===== src/logic/trc_pkg.sv =====
// package for the threshold relay control block
package trc_pkg;
    localparam int VAL_W = 16;
    localparam int DLY_W = 10;
    localparam logic [DLY_W-1:0] DLY_MAX = 10'h3E7;
    localparam int CLK_HZ = 10_000_000;
    localparam int TENTH_S_MS = 100;
    localparam int TICK_CYC = CLK_HZ / 1000 * TENTH_S_MS;
    localparam int MIN_MULT = 60;

    typedef enum logic [2:0] {
        MODE_DISABLED, MODE_ON_ABOVE, MODE_OFF_ABOVE,
        MODE_INSIDE, MODE_OUTSIDE, MODE_REMOTE
    } trc_mode_t;

    typedef enum logic [1:0] {
        ACT_KEEP, ACT_ON, ACT_OFF
    } trc_action_t;

    typedef struct packed {
        trc_mode_t mode;
        trc_action_t critical_action;
        logic signed [VAL_W-1:0] first_threshold;
        logic signed [VAL_W-1:0] second_threshold;
        logic [VAL_W-1:0] hysteresis_half_width;
        logic [DLY_W-1:0] turn_on_delay;
        logic [DLY_W-1:0] turn_off_delay;
        logic unit_minutes;
        logic use_peak;
        logic relay_fitted;
    } trc_cfg_t;

    typedef struct packed {
        logic signed [VAL_W-1:0] live_value;
        logic signed [VAL_W-1:0] peak_value;
        logic peak_active;
        logic out_of_range;
        logic comm_timeout;
        logic remote_relay;
    } trc_meas_t;
endpackage


===== src/logic/trc_relay_ctrl.sv =====
// relay and indicator control from thresholds with hysteresis and delays
`timescale 1ns/10ps
`default_nettype none
module trc_relay_ctrl #(
    parameter int TICK_CYCLES = trc_pkg::TICK_CYC
) (
    input wire logic ref_clk_i,
    input wire logic rst_i,
    input wire trc_pkg::trc_cfg_t cfg_i,
    input wire trc_pkg::trc_meas_t meas_i,
    output logic relay_o,
    output logic led_o,
    output logic pending_o
);
    import trc_pkg::*;

    // a prescaler of zero cycles cannot make the 0.1 s tick
    if (TICK_CYCLES < 1) begin : g_tick_check
        $error("TICK_CYCLES must be at least one");
    end

    typedef struct packed {
        logic [31:0] pre;
        logic [5:0] mins;
        logic [DLY_W-1:0] cnt;
        logic target_on;
        logic pend;
        logic state;
        logic relay;
        logic led;
    } trc_state_t;

    trc_state_t s_q;
    trc_state_t s_d;

    logic signed [VAL_W+1:0] val;
    logic signed [VAL_W+1:0] lo_t;
    logic signed [VAL_W+1:0] hi_t;
    logic signed [VAL_W+1:0] hy;
    logic above_lo;
    logic below_lo;
    logic above_hi;
    logic below_hi;
    logic want_on;
    logic want_off;
    logic tick;
    logic [DLY_W-1:0] need;
    logic done;
    logic thr_mode;
    logic crit;
    logic zero_dly;

    always_comb begin
        // use the held peak only while peak detection is active
        if (cfg_i.use_peak && meas_i.peak_active) begin
            val = (VAL_W+2)'(meas_i.peak_value);
        end else begin
            val = (VAL_W+2)'(meas_i.live_value);
        end
        hy = (VAL_W+2)'({1'b0, cfg_i.hysteresis_half_width});
        if (cfg_i.first_threshold <= cfg_i.second_threshold) begin
            lo_t = (VAL_W+2)'(cfg_i.first_threshold);
            hi_t = (VAL_W+2)'(cfg_i.second_threshold);
        end else begin
            lo_t = (VAL_W+2)'(cfg_i.second_threshold);
            hi_t = (VAL_W+2)'(cfg_i.first_threshold);
        end
        if (cfg_i.mode == MODE_ON_ABOVE || cfg_i.mode == MODE_OFF_ABOVE) begin
            lo_t = (VAL_W+2)'(cfg_i.first_threshold);
            hi_t = lo_t;
        end
        // strict border crossing; inside the band nothing is wanted
        above_lo = val > lo_t + hy;
        below_lo = val < lo_t - hy;
        above_hi = val > hi_t + hy;
        below_hi = val < hi_t - hy;
        want_on = 1'b0;
        want_off = 1'b0;
        case (cfg_i.mode)
            MODE_ON_ABOVE: begin
                want_on = above_lo;
                want_off = below_lo;
            end
            MODE_OFF_ABOVE: begin
                want_on = below_lo;
                want_off = above_lo;
            end
            MODE_INSIDE: begin
                want_on = above_lo && below_hi;
                want_off = below_lo || above_hi;
            end
            MODE_OUTSIDE: begin
                want_on = below_lo || above_hi;
                want_off = above_lo && below_hi;
            end
            default: begin
                want_on = 1'b0;
                want_off = 1'b0;
            end
        endcase
    end

    always_comb begin
        // 0.1 s tick, stretched by 60 in minute mode
        tick = (s_q.pre == 32'(TICK_CYCLES - 1)) &&
            (!cfg_i.unit_minutes || s_q.mins == 6'(MIN_MULT - 1));
        // settings above 99.9 saturate to 99.9
        need = s_q.target_on ? cfg_i.turn_on_delay : cfg_i.turn_off_delay;
        if (need > DLY_MAX) begin
            need = DLY_MAX;
        end
        done = tick && (s_q.cnt + DLY_W'(1) >= need);
        thr_mode = cfg_i.mode inside {MODE_ON_ABOVE, MODE_OFF_ABOVE,
            MODE_INSIDE, MODE_OUTSIDE};
        // critical source depends on the mode
        crit = (cfg_i.mode == MODE_REMOTE) ? meas_i.comm_timeout
                                           : meas_i.out_of_range;
        zero_dly = (want_on ? cfg_i.turn_on_delay
                            : cfg_i.turn_off_delay) == '0;
    end

    always_comb begin
        s_d = s_q;
        s_d.pre = (s_q.pre == 32'(TICK_CYCLES - 1)) ? 32'h0 : s_q.pre + 32'h1;
        if (s_q.pre == 32'(TICK_CYCLES - 1)) begin
            s_d.mins = (s_q.mins == 6'(MIN_MULT - 1)) ? 6'h0 : s_q.mins + 6'h1;
        end
        if ((want_on && !s_q.state) || (want_off && s_q.state)) begin
            if (zero_dly) begin
                // a delay set to zero mid-qualification switches at once
                s_d.state = want_on;
                s_d.pend = 1'b0;
                s_d.cnt = '0;
            end else if (!s_q.pend || s_q.target_on != want_on) begin
                // new qualification starts from zero
                s_d.pend = 1'b1;
                s_d.target_on = want_on;
                s_d.cnt = '0;
                s_d.pre = 32'h0;
                s_d.mins = 6'h0;
            end else if (done) begin
                s_d.state = s_q.target_on;
                s_d.pend = 1'b0;
            end else if (tick) begin
                s_d.cnt = s_q.cnt + DLY_W'(1);
            end
        end else begin
            // back across the border or within band: drop timer, keep state
            s_d.pend = 1'b0;
            s_d.cnt = '0;
        end
        if (cfg_i.mode == MODE_DISABLED) begin
            s_d.state = 1'b0;
            s_d.pend = 1'b0;
        end else if (cfg_i.mode == MODE_REMOTE) begin
            s_d.state = meas_i.remote_relay;
            s_d.pend = 1'b0;
        end
        if (crit) begin
            if (cfg_i.mode != MODE_DISABLED) begin
                case (cfg_i.critical_action)
                    ACT_ON: s_d.state = 1'b1;
                    ACT_OFF: s_d.state = 1'b0;
                    default: s_d.state = s_d.state;
                endcase
                s_d.pend = (cfg_i.critical_action == ACT_KEEP) && s_d.pend;
            end
        end
        // logic runs without a fitted relay; indicator still shows state
        s_d.relay = cfg_i.relay_fitted && s_d.state;
        s_d.led = s_d.state;
    end

    always_ff @(posedge ref_clk_i) begin
        if (rst_i) begin
            s_q <= '0;
        end else begin
            s_q <= s_d;
        end
    end

    assign relay_o = s_q.relay;
    assign led_o = s_q.led;
    assign pending_o = s_q.pend;

    // relay output lags the fitted setting by one registered cycle
    a_led_mirror: assert property (
        @(posedge ref_clk_i) disable iff (rst_i)
        $past(cfg_i.relay_fitted) |-> led_o == relay_o)
        else $error("indicator differs from relay");
    a_unfitted_off: assert property (
        @(posedge ref_clk_i) disable iff (rst_i)
        !$past(cfg_i.relay_fitted) |-> !relay_o)
        else $error("unfitted relay driven");
    a_relay_implies_led: assert property (
        @(posedge ref_clk_i) disable iff (rst_i)
        relay_o |-> led_o)
        else $error("relay on with indicator off");
    a_disabled_off: assert property (
        @(posedge ref_clk_i) disable iff (rst_i)
        $past(cfg_i.mode) == MODE_DISABLED |-> !led_o)
        else $error("disabled mode drove relay");
    a_disabled_idle: assert property (
        @(posedge ref_clk_i) disable iff (rst_i)
        cfg_i.mode == MODE_DISABLED |=> !pending_o)
        else $error("disabled mode ran a delay");
    a_remote_follow: assert property (
        @(posedge ref_clk_i) disable iff (rst_i)
        (cfg_i.mode == MODE_REMOTE && !meas_i.comm_timeout)
        |=> led_o == $past(meas_i.remote_relay))
        else $error("remote state not followed");
    a_remote_idle: assert property (
        @(posedge ref_clk_i) disable iff (rst_i)
        cfg_i.mode == MODE_REMOTE |=> !pending_o)
        else $error("remote mode ran a delay");
    a_crit_on: assert property (
        @(posedge ref_clk_i) disable iff (rst_i)
        (cfg_i.mode != MODE_DISABLED && cfg_i.critical_action == ACT_ON &&
         crit) |=> led_o)
        else $error("critical force on missed");
    a_crit_off: assert property (
        @(posedge ref_clk_i) disable iff (rst_i)
        (cfg_i.mode != MODE_DISABLED && cfg_i.critical_action == ACT_OFF &&
         crit) |=> !led_o)
        else $error("critical force off missed");
    a_crit_keep: assert property (
        @(posedge ref_clk_i) disable iff (rst_i)
        (thr_mode && crit && cfg_i.critical_action == ACT_KEEP &&
         !want_on && !want_off) |=> led_o == $past(led_o))
        else $error("critical keep changed state");
    a_band_hold: assert property (
        @(posedge ref_clk_i) disable iff (rst_i)
        (thr_mode && !crit && !want_on && !want_off)
        |=> led_o == $past(led_o))
        else $error("state changed inside band");
    a_zero_delay: assert property (
        @(posedge ref_clk_i) disable iff (rst_i)
        (thr_mode && !crit && want_on && !led_o &&
         cfg_i.turn_on_delay == '0) |=> led_o)
        else $error("zero delay switch late");
    a_off_zero_delay: assert property (
        @(posedge ref_clk_i) disable iff (rst_i)
        (thr_mode && !crit && want_off && led_o &&
         cfg_i.turn_off_delay == '0) |=> !led_o)
        else $error("zero delay release late");
    a_no_early_on: assert property (
        @(posedge ref_clk_i) disable iff (rst_i)
        (thr_mode && !crit && !want_on && !led_o) |=> !led_o)
        else $error("relay on without border crossing");
    a_no_early_off: assert property (
        @(posedge ref_clk_i) disable iff (rst_i)
        (thr_mode && !crit && !want_off && led_o) |=> led_o)
        else $error("relay off without border crossing");
    a_delay_starts: assert property (
        @(posedge ref_clk_i) disable iff (rst_i)
        (thr_mode && !crit && want_on && !led_o && !pending_o &&
         cfg_i.turn_on_delay != '0) |=> pending_o && !led_o)
        else $error("turn-on delay not started");
    a_off_delay_starts: assert property (
        @(posedge ref_clk_i) disable iff (rst_i)
        (thr_mode && !crit && want_off && led_o && !pending_o &&
         cfg_i.turn_off_delay != '0) |=> pending_o && led_o)
        else $error("turn-off delay not started");
    // without a tick no qualification can complete
    a_short_visit: assert property (
        @(posedge ref_clk_i) disable iff (rst_i)
        (thr_mode && !crit && pending_o && !tick &&
         cfg_i.turn_on_delay != '0 && cfg_i.turn_off_delay != '0)
        |=> led_o == $past(led_o))
        else $error("state changed before delay ended");
    a_restart: assert property (
        @(posedge ref_clk_i) disable iff (rst_i)
        (!want_on && !want_off && !crit) |=> !pending_o)
        else $error("timer kept after return");
endmodule
`default_nettype wire


===== config.mk =====
export PLATFORM = sky130hd
export DESIGN_NAME = trc_relay_ctrl
export DESIGN_NICKNAME = d
export VERILOG_FILES = /design/src/logic/trc_pkg.sv /design/src/logic/trc_relay_ctrl.sv
export SDC_FILE = /design/constraint.sdc
export NUM_CORES = 1
export LEC_CHECK = 0
export BUFFER_PORTS_ARGS = -buffer_cell sky130_fd_sc_hd__buf_4
export CORE_ASPECT_RATIO = 1.1
export CORE_MARGIN = 4
export CORE_UTILIZATION = 40
export CTS_BUF_LIST = sky130_fd_sc_hd__clkbuf_4
export DETAILED_ROUTE_END_ITERATION = 12
export GPL_TIMING_DRIVEN = 0
export PLACE_DENSITY = 0.61
export SLEW_MARGIN = 10
export SYNTH_ARGS = -nofsm -noshare
export SYNTH_HDL_FRONTEND = slang
export SYNTH_SLANG_ARGS = --single-unit

===== constraint.sdc =====
create_clock -name ref_clk_i -period 8.55 [get_ports ref_clk_i]
set_input_delay 0.4275 -clock ref_clk_i [delete_from_list [all_inputs] [get_ports ref_clk_i]]
set_output_delay 0.4275 -clock ref_clk_i [all_outputs]
set_load 0.005 [all_outputs]

==> results.toml, run 1 <==
[drt]
postRouteAntennaNets = 0
wire_per_inst_um = 15.86
wirelength_um = 24570
via_per_inst = 5.493
first_pass_iters = 5
drt_iter0_drc = 311
vias = 8509
drc_errors = 0

[timing]
setup_ws_ns = 0.4934
setup_violations = 0
slew_headroom = 0.3414
fin_setup_tns_ns = 0
whs_ns = 0.3085
hold_violations = 0
rsz0062_at_grt = "no"
fin_crit_sh = 0.9423
worstMarginPinSlew_ns = 0.9755
clock-skew-final_ns = 0.01216
layout_min_cycle_time_ns = 8.057
maxSlewViolCount = 0
max_freq_mhz = 124.1

[yosys]
yosys.area_share.simple = 0.2128
synth_top_family_by_area = "adder cells"
synth_cells = 1137
synthXorXnorAreaFrac = 0.1070
yosysWarningCount = 0
ys.flop_type = "dfxtp_1"
synth.mux.area_fraction = 0.06170
syn_area_um2 = 8842
yosysTopAreaCellShare = 0.2377
ys_seq_elements = 52
yosys.area_share.adder = 0.2468
yosys.area.top_type = "ha_1"
synthArstFlopShare = 0
synth-edff-count = 0
ys_seq_area_frac = 0.1177
syn_nets = 1423
synth_compound_area_frac = 0.1992
avgSynthCellArea_um2 = 7.777
ys_types = 76
synthTopCellsByArea = "ha_1 (24%), dfxtp_1 (12%), xnor2_1 (7.1%), a21oi_1 (5.0%), mux2_2 (4.3%)"

[setup_path]
cp_common_cell = "a21o_1"
worstSetupPathType = "primary input to flip-flop"
critPathArrivalTime_ns = 8.39
crit_fanout = 10
cp-start-kind = "primary input"
slowest_stage = "fa_1"
r2r_setup_slack_ns = 4.80
crit_path_end_kind = "flip-flop"
critPathMaxStageDelay_ns = 0.41
required_ns = 8.88

[place]
pre_cts_ws_ns = -0.5602
dp_hpwl_um = 21110
place_area_um2 = 10060
place_congestion = 0.9075
portBuffers = 114

[clock_network]
cts_tree = "done"
numCtsBuffers = 5
postCtsSetupBuffers = 0
cts.path.max_buffers = 2
clk_latency_ns = 0.40
cts_root_buf = "clkbuf_4"
htree_levels = 2
clock-sinks = 52
cts.clk_slew.worst_paths_ns = 0.16
cts_hold_buf = 0

[pwr]
switchingPower_mw = 0.6194
p_clk_frac = 0.112
p_seq_frac = 0.187
power_mw = 1.348
p_comb_frac = 0.701
vdd_drop_max_mv = 0.09801
swShare = 0.4596
intPower_mw = 0.7283
powerDensity_nw_per_um2 = 132.4
static-leakage-power_nw = 4.609

[global_route]
gr-usage-met1 = 0.2610
grt_use_total = 0.1962
grtUsageMet2 = 0.3473
grt_most_used_layer = "met2"
grt_pass1_wl_um = 39690
grt_overflow_total = 0
grt_pass1_vias = 8266
grt_start_max_net_pins = 20
antenna_found_initial = 1
met3_usage = 0.01187

[run]
maxCapViolations = 0

[die]
ios = 117
rows = 56
initial_utilization = 0.4111
die_x_um = 149.8
die_h_um = 163.9
core_um2 = 21510
die_area_um2 = 24550

[layout]
final_common_cell = "ha_1"
layout_common_cells = "ha_1 (168), buf_4 (120), nand2_1 (96)"
fin_nets = 1543
layout-drive-gt1-share = 0.1542
area_growth_pct = 15.08
final_area_um2 = 10180

[run_status]
outcome = "finished, final reports clean"

[hold_path]
hold_class = "primary input to flip-flop"
-- power by group through the flow --
stage	clock, mW	sequential [mW]	combinational (mW)
CTS	0.156	0.251	0.940
floorplan	0	0.256	0.691
global route	0.163	0.253	1.07
finish	0.151	0.251	0.945
detailed placement	0	0.256	0.936
global placement	0	0.257	0.921
-- through the flow --
step,instances,utilization
floorplan,1137,-
global placement,1541,0.4677
detailed placement,1541,0.4677
CTS,1548,0.4716
global route,1549,0.4731
finish,1549,0.4731
-- worst paths after layout --
kind | start | endpoint | depth (start not counted)
max | cfg_i[48] | s_q[14] | 34
max reg2reg | s_q[4] | s_q[9] | 16
min reg2reg | s_q[21] | s_q[21] | 1
min | cfg_i[0] | relay_o | 2
-- what timing repair did --
item                                   in CTS  in global routing
resized for setup                           2                 10
setup endpoints to repair                  37                 50
endpoints found under the hold margin       0                  0
-- logic make-up (layout without fill, tap and decap cells) --
| group | Yosys count | in the layout |
|---|---|---|
| other | 0 | 1 |
| muxes | 50 | 50 |
| and+or+nand+nor | 371 | 371 |
| buffers and inverters | 120 | 241 |
| xor gates and xnor gates | 108 | 108 |
| AOI/OAI and AO/OA | 264 | 264 |
| DFF | 52 | 52 |
| adders and majority gates | 172 | 172 |
-- sequential cells by signal, summed over array words and instances (netlist names) --
signal	count
relay_o	1
pending_o	1
led_o	1
s_q	49
-- metal layers --
layer	wire length [um]	share of wire
met1	11440	0.47
met2	11570	0.47
met3	1083	0.044
met4	466	0.019
met5	0	0
-- Yosys cell counts, types with 5 or more instances --
| master | instances |
|---|---|
| nor4_1 | 12 |
| nand2b_1 | 20 |
| dfxtp_1 | 52 |
| nor3b_1 | 15 |
| clkbuf_1 | 17 |
| and3_1 | 11 |
| a21oi_1 | 88 |
| o211ai_1 | 9 |
| xor2_1 | 36 |
| and4_1 | 5 |
| mux2i_1 | 14 |
| ha_1 | 168 |
| a211oi_1 | 19 |
| inv_1 | 88 |
| buf_4 | 5 |
| o21ai_0 | 41 |
| buf_2 | 6 |
| mux2_2 | 34 |
| nand3_1 | 41 |
| nor2b_1 | 11 |
| or3_1 | 12 |
| o21bai_1 | 10 |
| nand2_1 | 96 |
| a21o_1 | 24 |
| xnor2_1 | 72 |
| nand4_1 | 27 |
| nor3_1 | 31 |
| a211o_1 | 6 |
| nor2_1 | 72 |
-- critical path: cells and delay by family --
| kind | cells | cell delay, ns |
|---|---|---|
| adder cells (fa/ha/maj) | 4 | 1.25 |
| AND/OR/NAND/NOR | 7 | 1.75 |
| multiplexers | 1 | 0.32 |
| AO/OA/AOI/OAI | 16 | 3.63 |
| XOR/XNOR | 1 | 0.15 |
| buffers and inverters | 5 | 0.86 |
-- final cells by class --
class,instances,area (um2)
Inverter,88,330.3
Antenna cell,1,2.502
Buffer,31,155.1
Clock buffer,6,45.04
Fill cell,2208,11330
Multi-Input combinational cell,965,7345
Sequential cell,52,1041
Timing Repair Buffer,114,855.8
Tap cell,290,362.8
Clock inverter,2,38.79
Note: power is estimated with default switching activity, not from simulation.
==> run 2: changes to the inputs <==
- BUFFER_PORTS_ARGS: -buffer_cell sky130_fd_sc_hd__buf_4 -> not set
- DONT_BUFFER_PORTS: not set -> 1
- PLACE_DENSITY: 0.61 -> 0.56
==> results.toml, run 2 (synthesis results as in run 1) <==
[setup_path]
crit_path_end_kind = "flip-flop"
rr_worst_depth = 16
cp-start-kind = "primary input"
worstSetupPathType = "primary input to flip-flop"
cp.depth = 33
cp_common_cell = "a21o_1"
critPathArrivalTime_ns = 8.30
path_buf_inv = 4
crit_fanout = 10
slowest_stage = "nor3_1"
crit_family = "compound AO/OA/AOI/OAI gates"
required_ns = 8.85
critPathMaxStageDelay_ns = 0.52

[layout]
final_common_cell = "ha_1"
area_growth_pct = 5.009
largest_register_ffs = 49
layout-drive-gt1-share = 0.06812
layout_common_cells = "ha_1 (168), nand2_1 (96), inv_1 (88), a21oi_1 (88), xnor2_1 (72)"
top_register = "s_q"
fin_nets = 1430
finish.utilization = 0.4317

[clock_network]
numCtsBuffers = 5
cts_resized = 0
cts.clk_slew.worst_paths_ns = 0.17
htree_levels = 2
clock-sinks = 52
cts_root_buf = "clkbuf_4"
cts_tree = "done"
postCtsSetupBuffers = 0
cts_hold_buf = 0
clk_latency_ns = 0.40
cts.path.max_buffers = 2

[pwr]
vdd_drop_max_mv = 0.1071
powerDensity_nw_per_um2 = 136.8
static-leakage-power_nw = 4.047
power_mw = 1.270

[drt]
first_pass_iters = 4
postRouteAntennaNets = 0
vias = 8046
wirelength_um = 24810
drt_iter0_drc = 301
via_per_inst = 5.603
wire_per_inst_um = 17.28
drc_errors = 0

[die]
core_um2 = 21510
ios = 117
die_h_um = 163.9
die_x_um = 149.8
rows = 56
die_area_um2 = 24550
initial_utilization = 0.4111

[global_route]
grt_start_max_net_pins = 20
grt_pass1_vias = 7778
grt_use_total = 0.1985
grt_overflow_total = 0
grt_pass1_wl_um = 38830
antenna_found_initial = 2

[run_status]
outcome = "finished, final reports clean"

[place]
portBuffers = 0
dp_hpwl_um = 21490
place_congestion = 0.8704

[timing]
fin_crit_sh = 0.9356
slew_headroom = 0.3709
rsz0062_at_grt = "no"
hold_violations = 0
setup_violations = 0
layout_min_cycle_time_ns = 7.999
max_freq_mhz = 125.0
whs_ns = 0.1412
maxSlewViolCount = 0
worstMarginPinSlew_ns = 0.9319
clock-skew-final_ns = 0.01758

[hold_path]
hold_class = "primary input to flip-flop"
hold_depth = 1

[run]
maxCapViolations = 0
run 2: worst reg2reg max path, delay by kind of cell (launching register included):
family          cells  cell delay, ns
simple gates        6            1.17
compound gates      6            0.97
buf+inv             2            0.78
flops               1            0.34
fa+ha+maj           1            0.21
xor+xnor            1            0.16
run 2: area by class of cell:
class | count | area [um2]
diodes | 1 | 2.502
clock inverters | 3 | 28.78
flip-flops and latches | 52 | 1041
plain buffers | 32 | 156.4
multi-input cells | 965 | 7326
inverters | 88 | 330.3
clock buffers | 5 | 37.54
fillers | 2260 | 12230
well taps | 290 | 362.8
run 2: metal layers:
layer  wire, um  track usage  vias to the layer above
li1           -            -                     4145
met1      10750       0.2377                     3722
met2      11960       0.3605                      146
met3       1529      0.04056                       31
met4        557      0.05200                        2
met5         13            0                        -
run 2: per-stage QoR:
stage | setup TNS, ns | cells | worst slack, ns | cell area (um2)
4_1_cts | 0 | 1435 | 0.1519 | 9271
5_1_grt | 0 | 1436 | 0.02609 | 9285
6_report | 0 | 1436 | 0.5510 | 9285
3_5_place_dp | -10.36 | 1427 | -0.2967 | 9205
2_1_floorplan | 0 | 1137 | 1.480 | 8842
3_3_place_gp | -5.509 | 1427 | -0.2011 | 9205
run 2: worst paths after layout:
| path | slack [ns] | startpoint | endpoint |
|---|---|---|---|
| worst min register to register | 0.51 | s_q[21] | s_q[21] |
| worst max register to register | 4.84 | s_q[4] | s_q[11] |
| worst max-delay path | 0.55 | cfg_i[48] | s_q[4] |
| worst min-delay path | 0.14 | cfg_i[0] | relay_o |
run 2: where the power goes:
group | total (mW) | internal [mW] | switching (mW)
sequential | 0.252 | 0.247 | 0.00520
combinational | 0.890 | 0.380 | 0.510
clock | 0.128 | 0.0365 | 0.0912
==> run 3: changes to the inputs <==
- clock period: 8.55 -> 10.2 ns (I/O delays scaled with it)
==> results.toml, run 3 (synthesis results as in run 1) <==
[layout]
area_growth_pct = 4.882
final_common_cell = "ha_1"
layout_common_cells = "ha_1 (168), nand2_1 (96), inv_1 (88), a21oi_1 (88)"
top_register = "s_q"
final_area_um2 = 9274
finish.utilization = 0.4311
largest_register_ffs = 49
layout-drive-gt1-share = 0.06463
fin_nets = 1430

[clock_network]
postCtsSetupBuffers = 0
cts_resized = 0
cts.path.max_buffers = 2
cts_root_buf = "clkbuf_4"
cts_hold_buf = 0
numCtsBuffers = 5
htree_levels = 2
cts.clk_slew.worst_paths_ns = 0.17
clk_latency_ns = 0.40
cts_tree = "done"
clock-sinks = 52

[timing]
max_freq_mhz = 118.9
clock-skew-final_ns = 0.01768
setup_violations = 0
layout_min_cycle_time_ns = 8.408
maxSlewViolCount = 0
worstMarginPinSlew_ns = 0.9286
fin_crit_sh = 0.8243
hold_violations = 0
slew_headroom = 0.3731
rsz0062_at_grt = "no"
whs_ns = 0.2238
fin_setup_tns_ns = 0
setup_ws_ns = 1.792

[global_route]
grt_overflow_total = 0
grt_pass1_vias = 7778
grt_pass1_wl_um = 38830
grt_use_total = 0.1985
antenna_found_initial = 2
grt_start_max_net_pins = 20

[drt]
postRouteAntennaNets = 0
wirelength_um = 24810
wire_per_inst_um = 17.28
vias = 8031
drc_errors = 0
first_pass_iters = 4
via_per_inst = 5.593
drt_iter0_drc = 302

[pwr]
p_clk_frac = 0.101
p_comb_frac = 0.700
switchingPower_mw = 0.5074
vdd_drop_max_mv = 0.08976
intPower_mw = 0.5558
powerDensity_nw_per_um2 = 114.7
static-leakage-power_nw = 4.041
swShare = 0.4772
p_seq_frac = 0.199

[place]
dp_hpwl_um = 21490
pre_cts_ws_ns = 1.271
place_area_um2 = 9205
place_congestion = 0.8704
portBuffers = 0

[setup_path]
cp_common_cell = "a21o_1"
crit_path_end_kind = "flip-flop"
required_ns = 10.50
crit_fanout = 10
critPathArrivalTime_ns = 8.71
slowest_stage = "clkbuf_1"
r2r-start = "s_q[4]"
cp-start-kind = "primary input"
reg2reg_to = "s_q[11]"
worstSetupPathType = "primary input to flip-flop"
critPathMaxStageDelay_ns = 0.51
cp-startpoint = "cfg_i[48]"
rr_worst_depth = 16
r2r_setup_slack_ns = 6.49

[run_status]
outcome = "finished, final reports clean"

[run]
maxCapViolations = 0

[die]
die_area_um2 = 24550
initial_utilization = 0.4111
rows = 56
die_h_um = 163.9
core_um2 = 21510
die_x_um = 149.8
ios = 117

[hold_path]
min_from = "cfg_i[0]"
hold_path_end = "relay_o"
hold_depth = 1
hold_class = "primary input to flip-flop"
==> run 3: cell counts in the layout (fill, tap and decap cells not counted) <==
No cell type changed its count.
==> run 3: worst max-delay path: cells and delay by family <==
kind / cells / cell delay (ns)
AOI/OAI and AO/OA: 17 / 3.88
xor gates and xnor gates: 1 / 0.18
adders and majority gates: 3 / 1.05
buffers and inverters: 4 / 1.19
muxes: 1 / 0.32
and+or+nand+nor: 7 / 1.59
==> run 3: power groups by stage <==
stage                     sequential [mW]  clock [mW]  combinational [mW]
final                               0.212       0.107               0.745
after global routing                0.213       0.121               0.844
after CTS                           0.212       0.113               0.747
after detailed placement            0.216           0               0.744
after global placement              0.216           0               0.737
after floorplan                     0.214           0               0.579
==> run 3: cell type report <==
cell class / instances / area [um2]
diodes: 1 / 2.502
plain buffers: 32 / 153.9
clock buffers: 5 / 37.54
clock inverters: 3 / 28.78
fillers: 2262 / 12240
inverters: 88 / 330.3
multi-input cells: 965 / 7317
flip-flops and latches: 52 / 1041
well taps: 290 / 362.8
==> run 3: stage by stage <==
| step | std cells | power (mW) |
|---|---|---|
| floorplan | 1137 | 0.7934 |
| global placement | 1427 | 0.9529 |
| detailed placement | 1427 | 0.9596 |
| CTS | 1435 | 1.072 |
| global route | 1436 | 1.177 |
| finish | 1436 | 1.063 |
==> run 3: worst max-delay path by stage <==
stage,to,slack (ns),cells after the start
6_report,s_q[4],1.79,33
5_1_grt,s_q[12],1.22,34
4_1_cts,s_q[4],1.72,33
3_5_place_dp,s_q[4],1.27,33
3_3_place_gp,s_q[4],1.37,33
2_1_floorplan,s_q[4],3.05,30
==> run 3: metal layers <==
metal,vias up,GRT usage,share of wire
met2,149,0.3605,0.48
met1,3702,0.2377,0.44
li1,4147,-,-
met3,31,0.04056,0.060
met4,2,0.05200,0.022
met5,-,0,0.00052
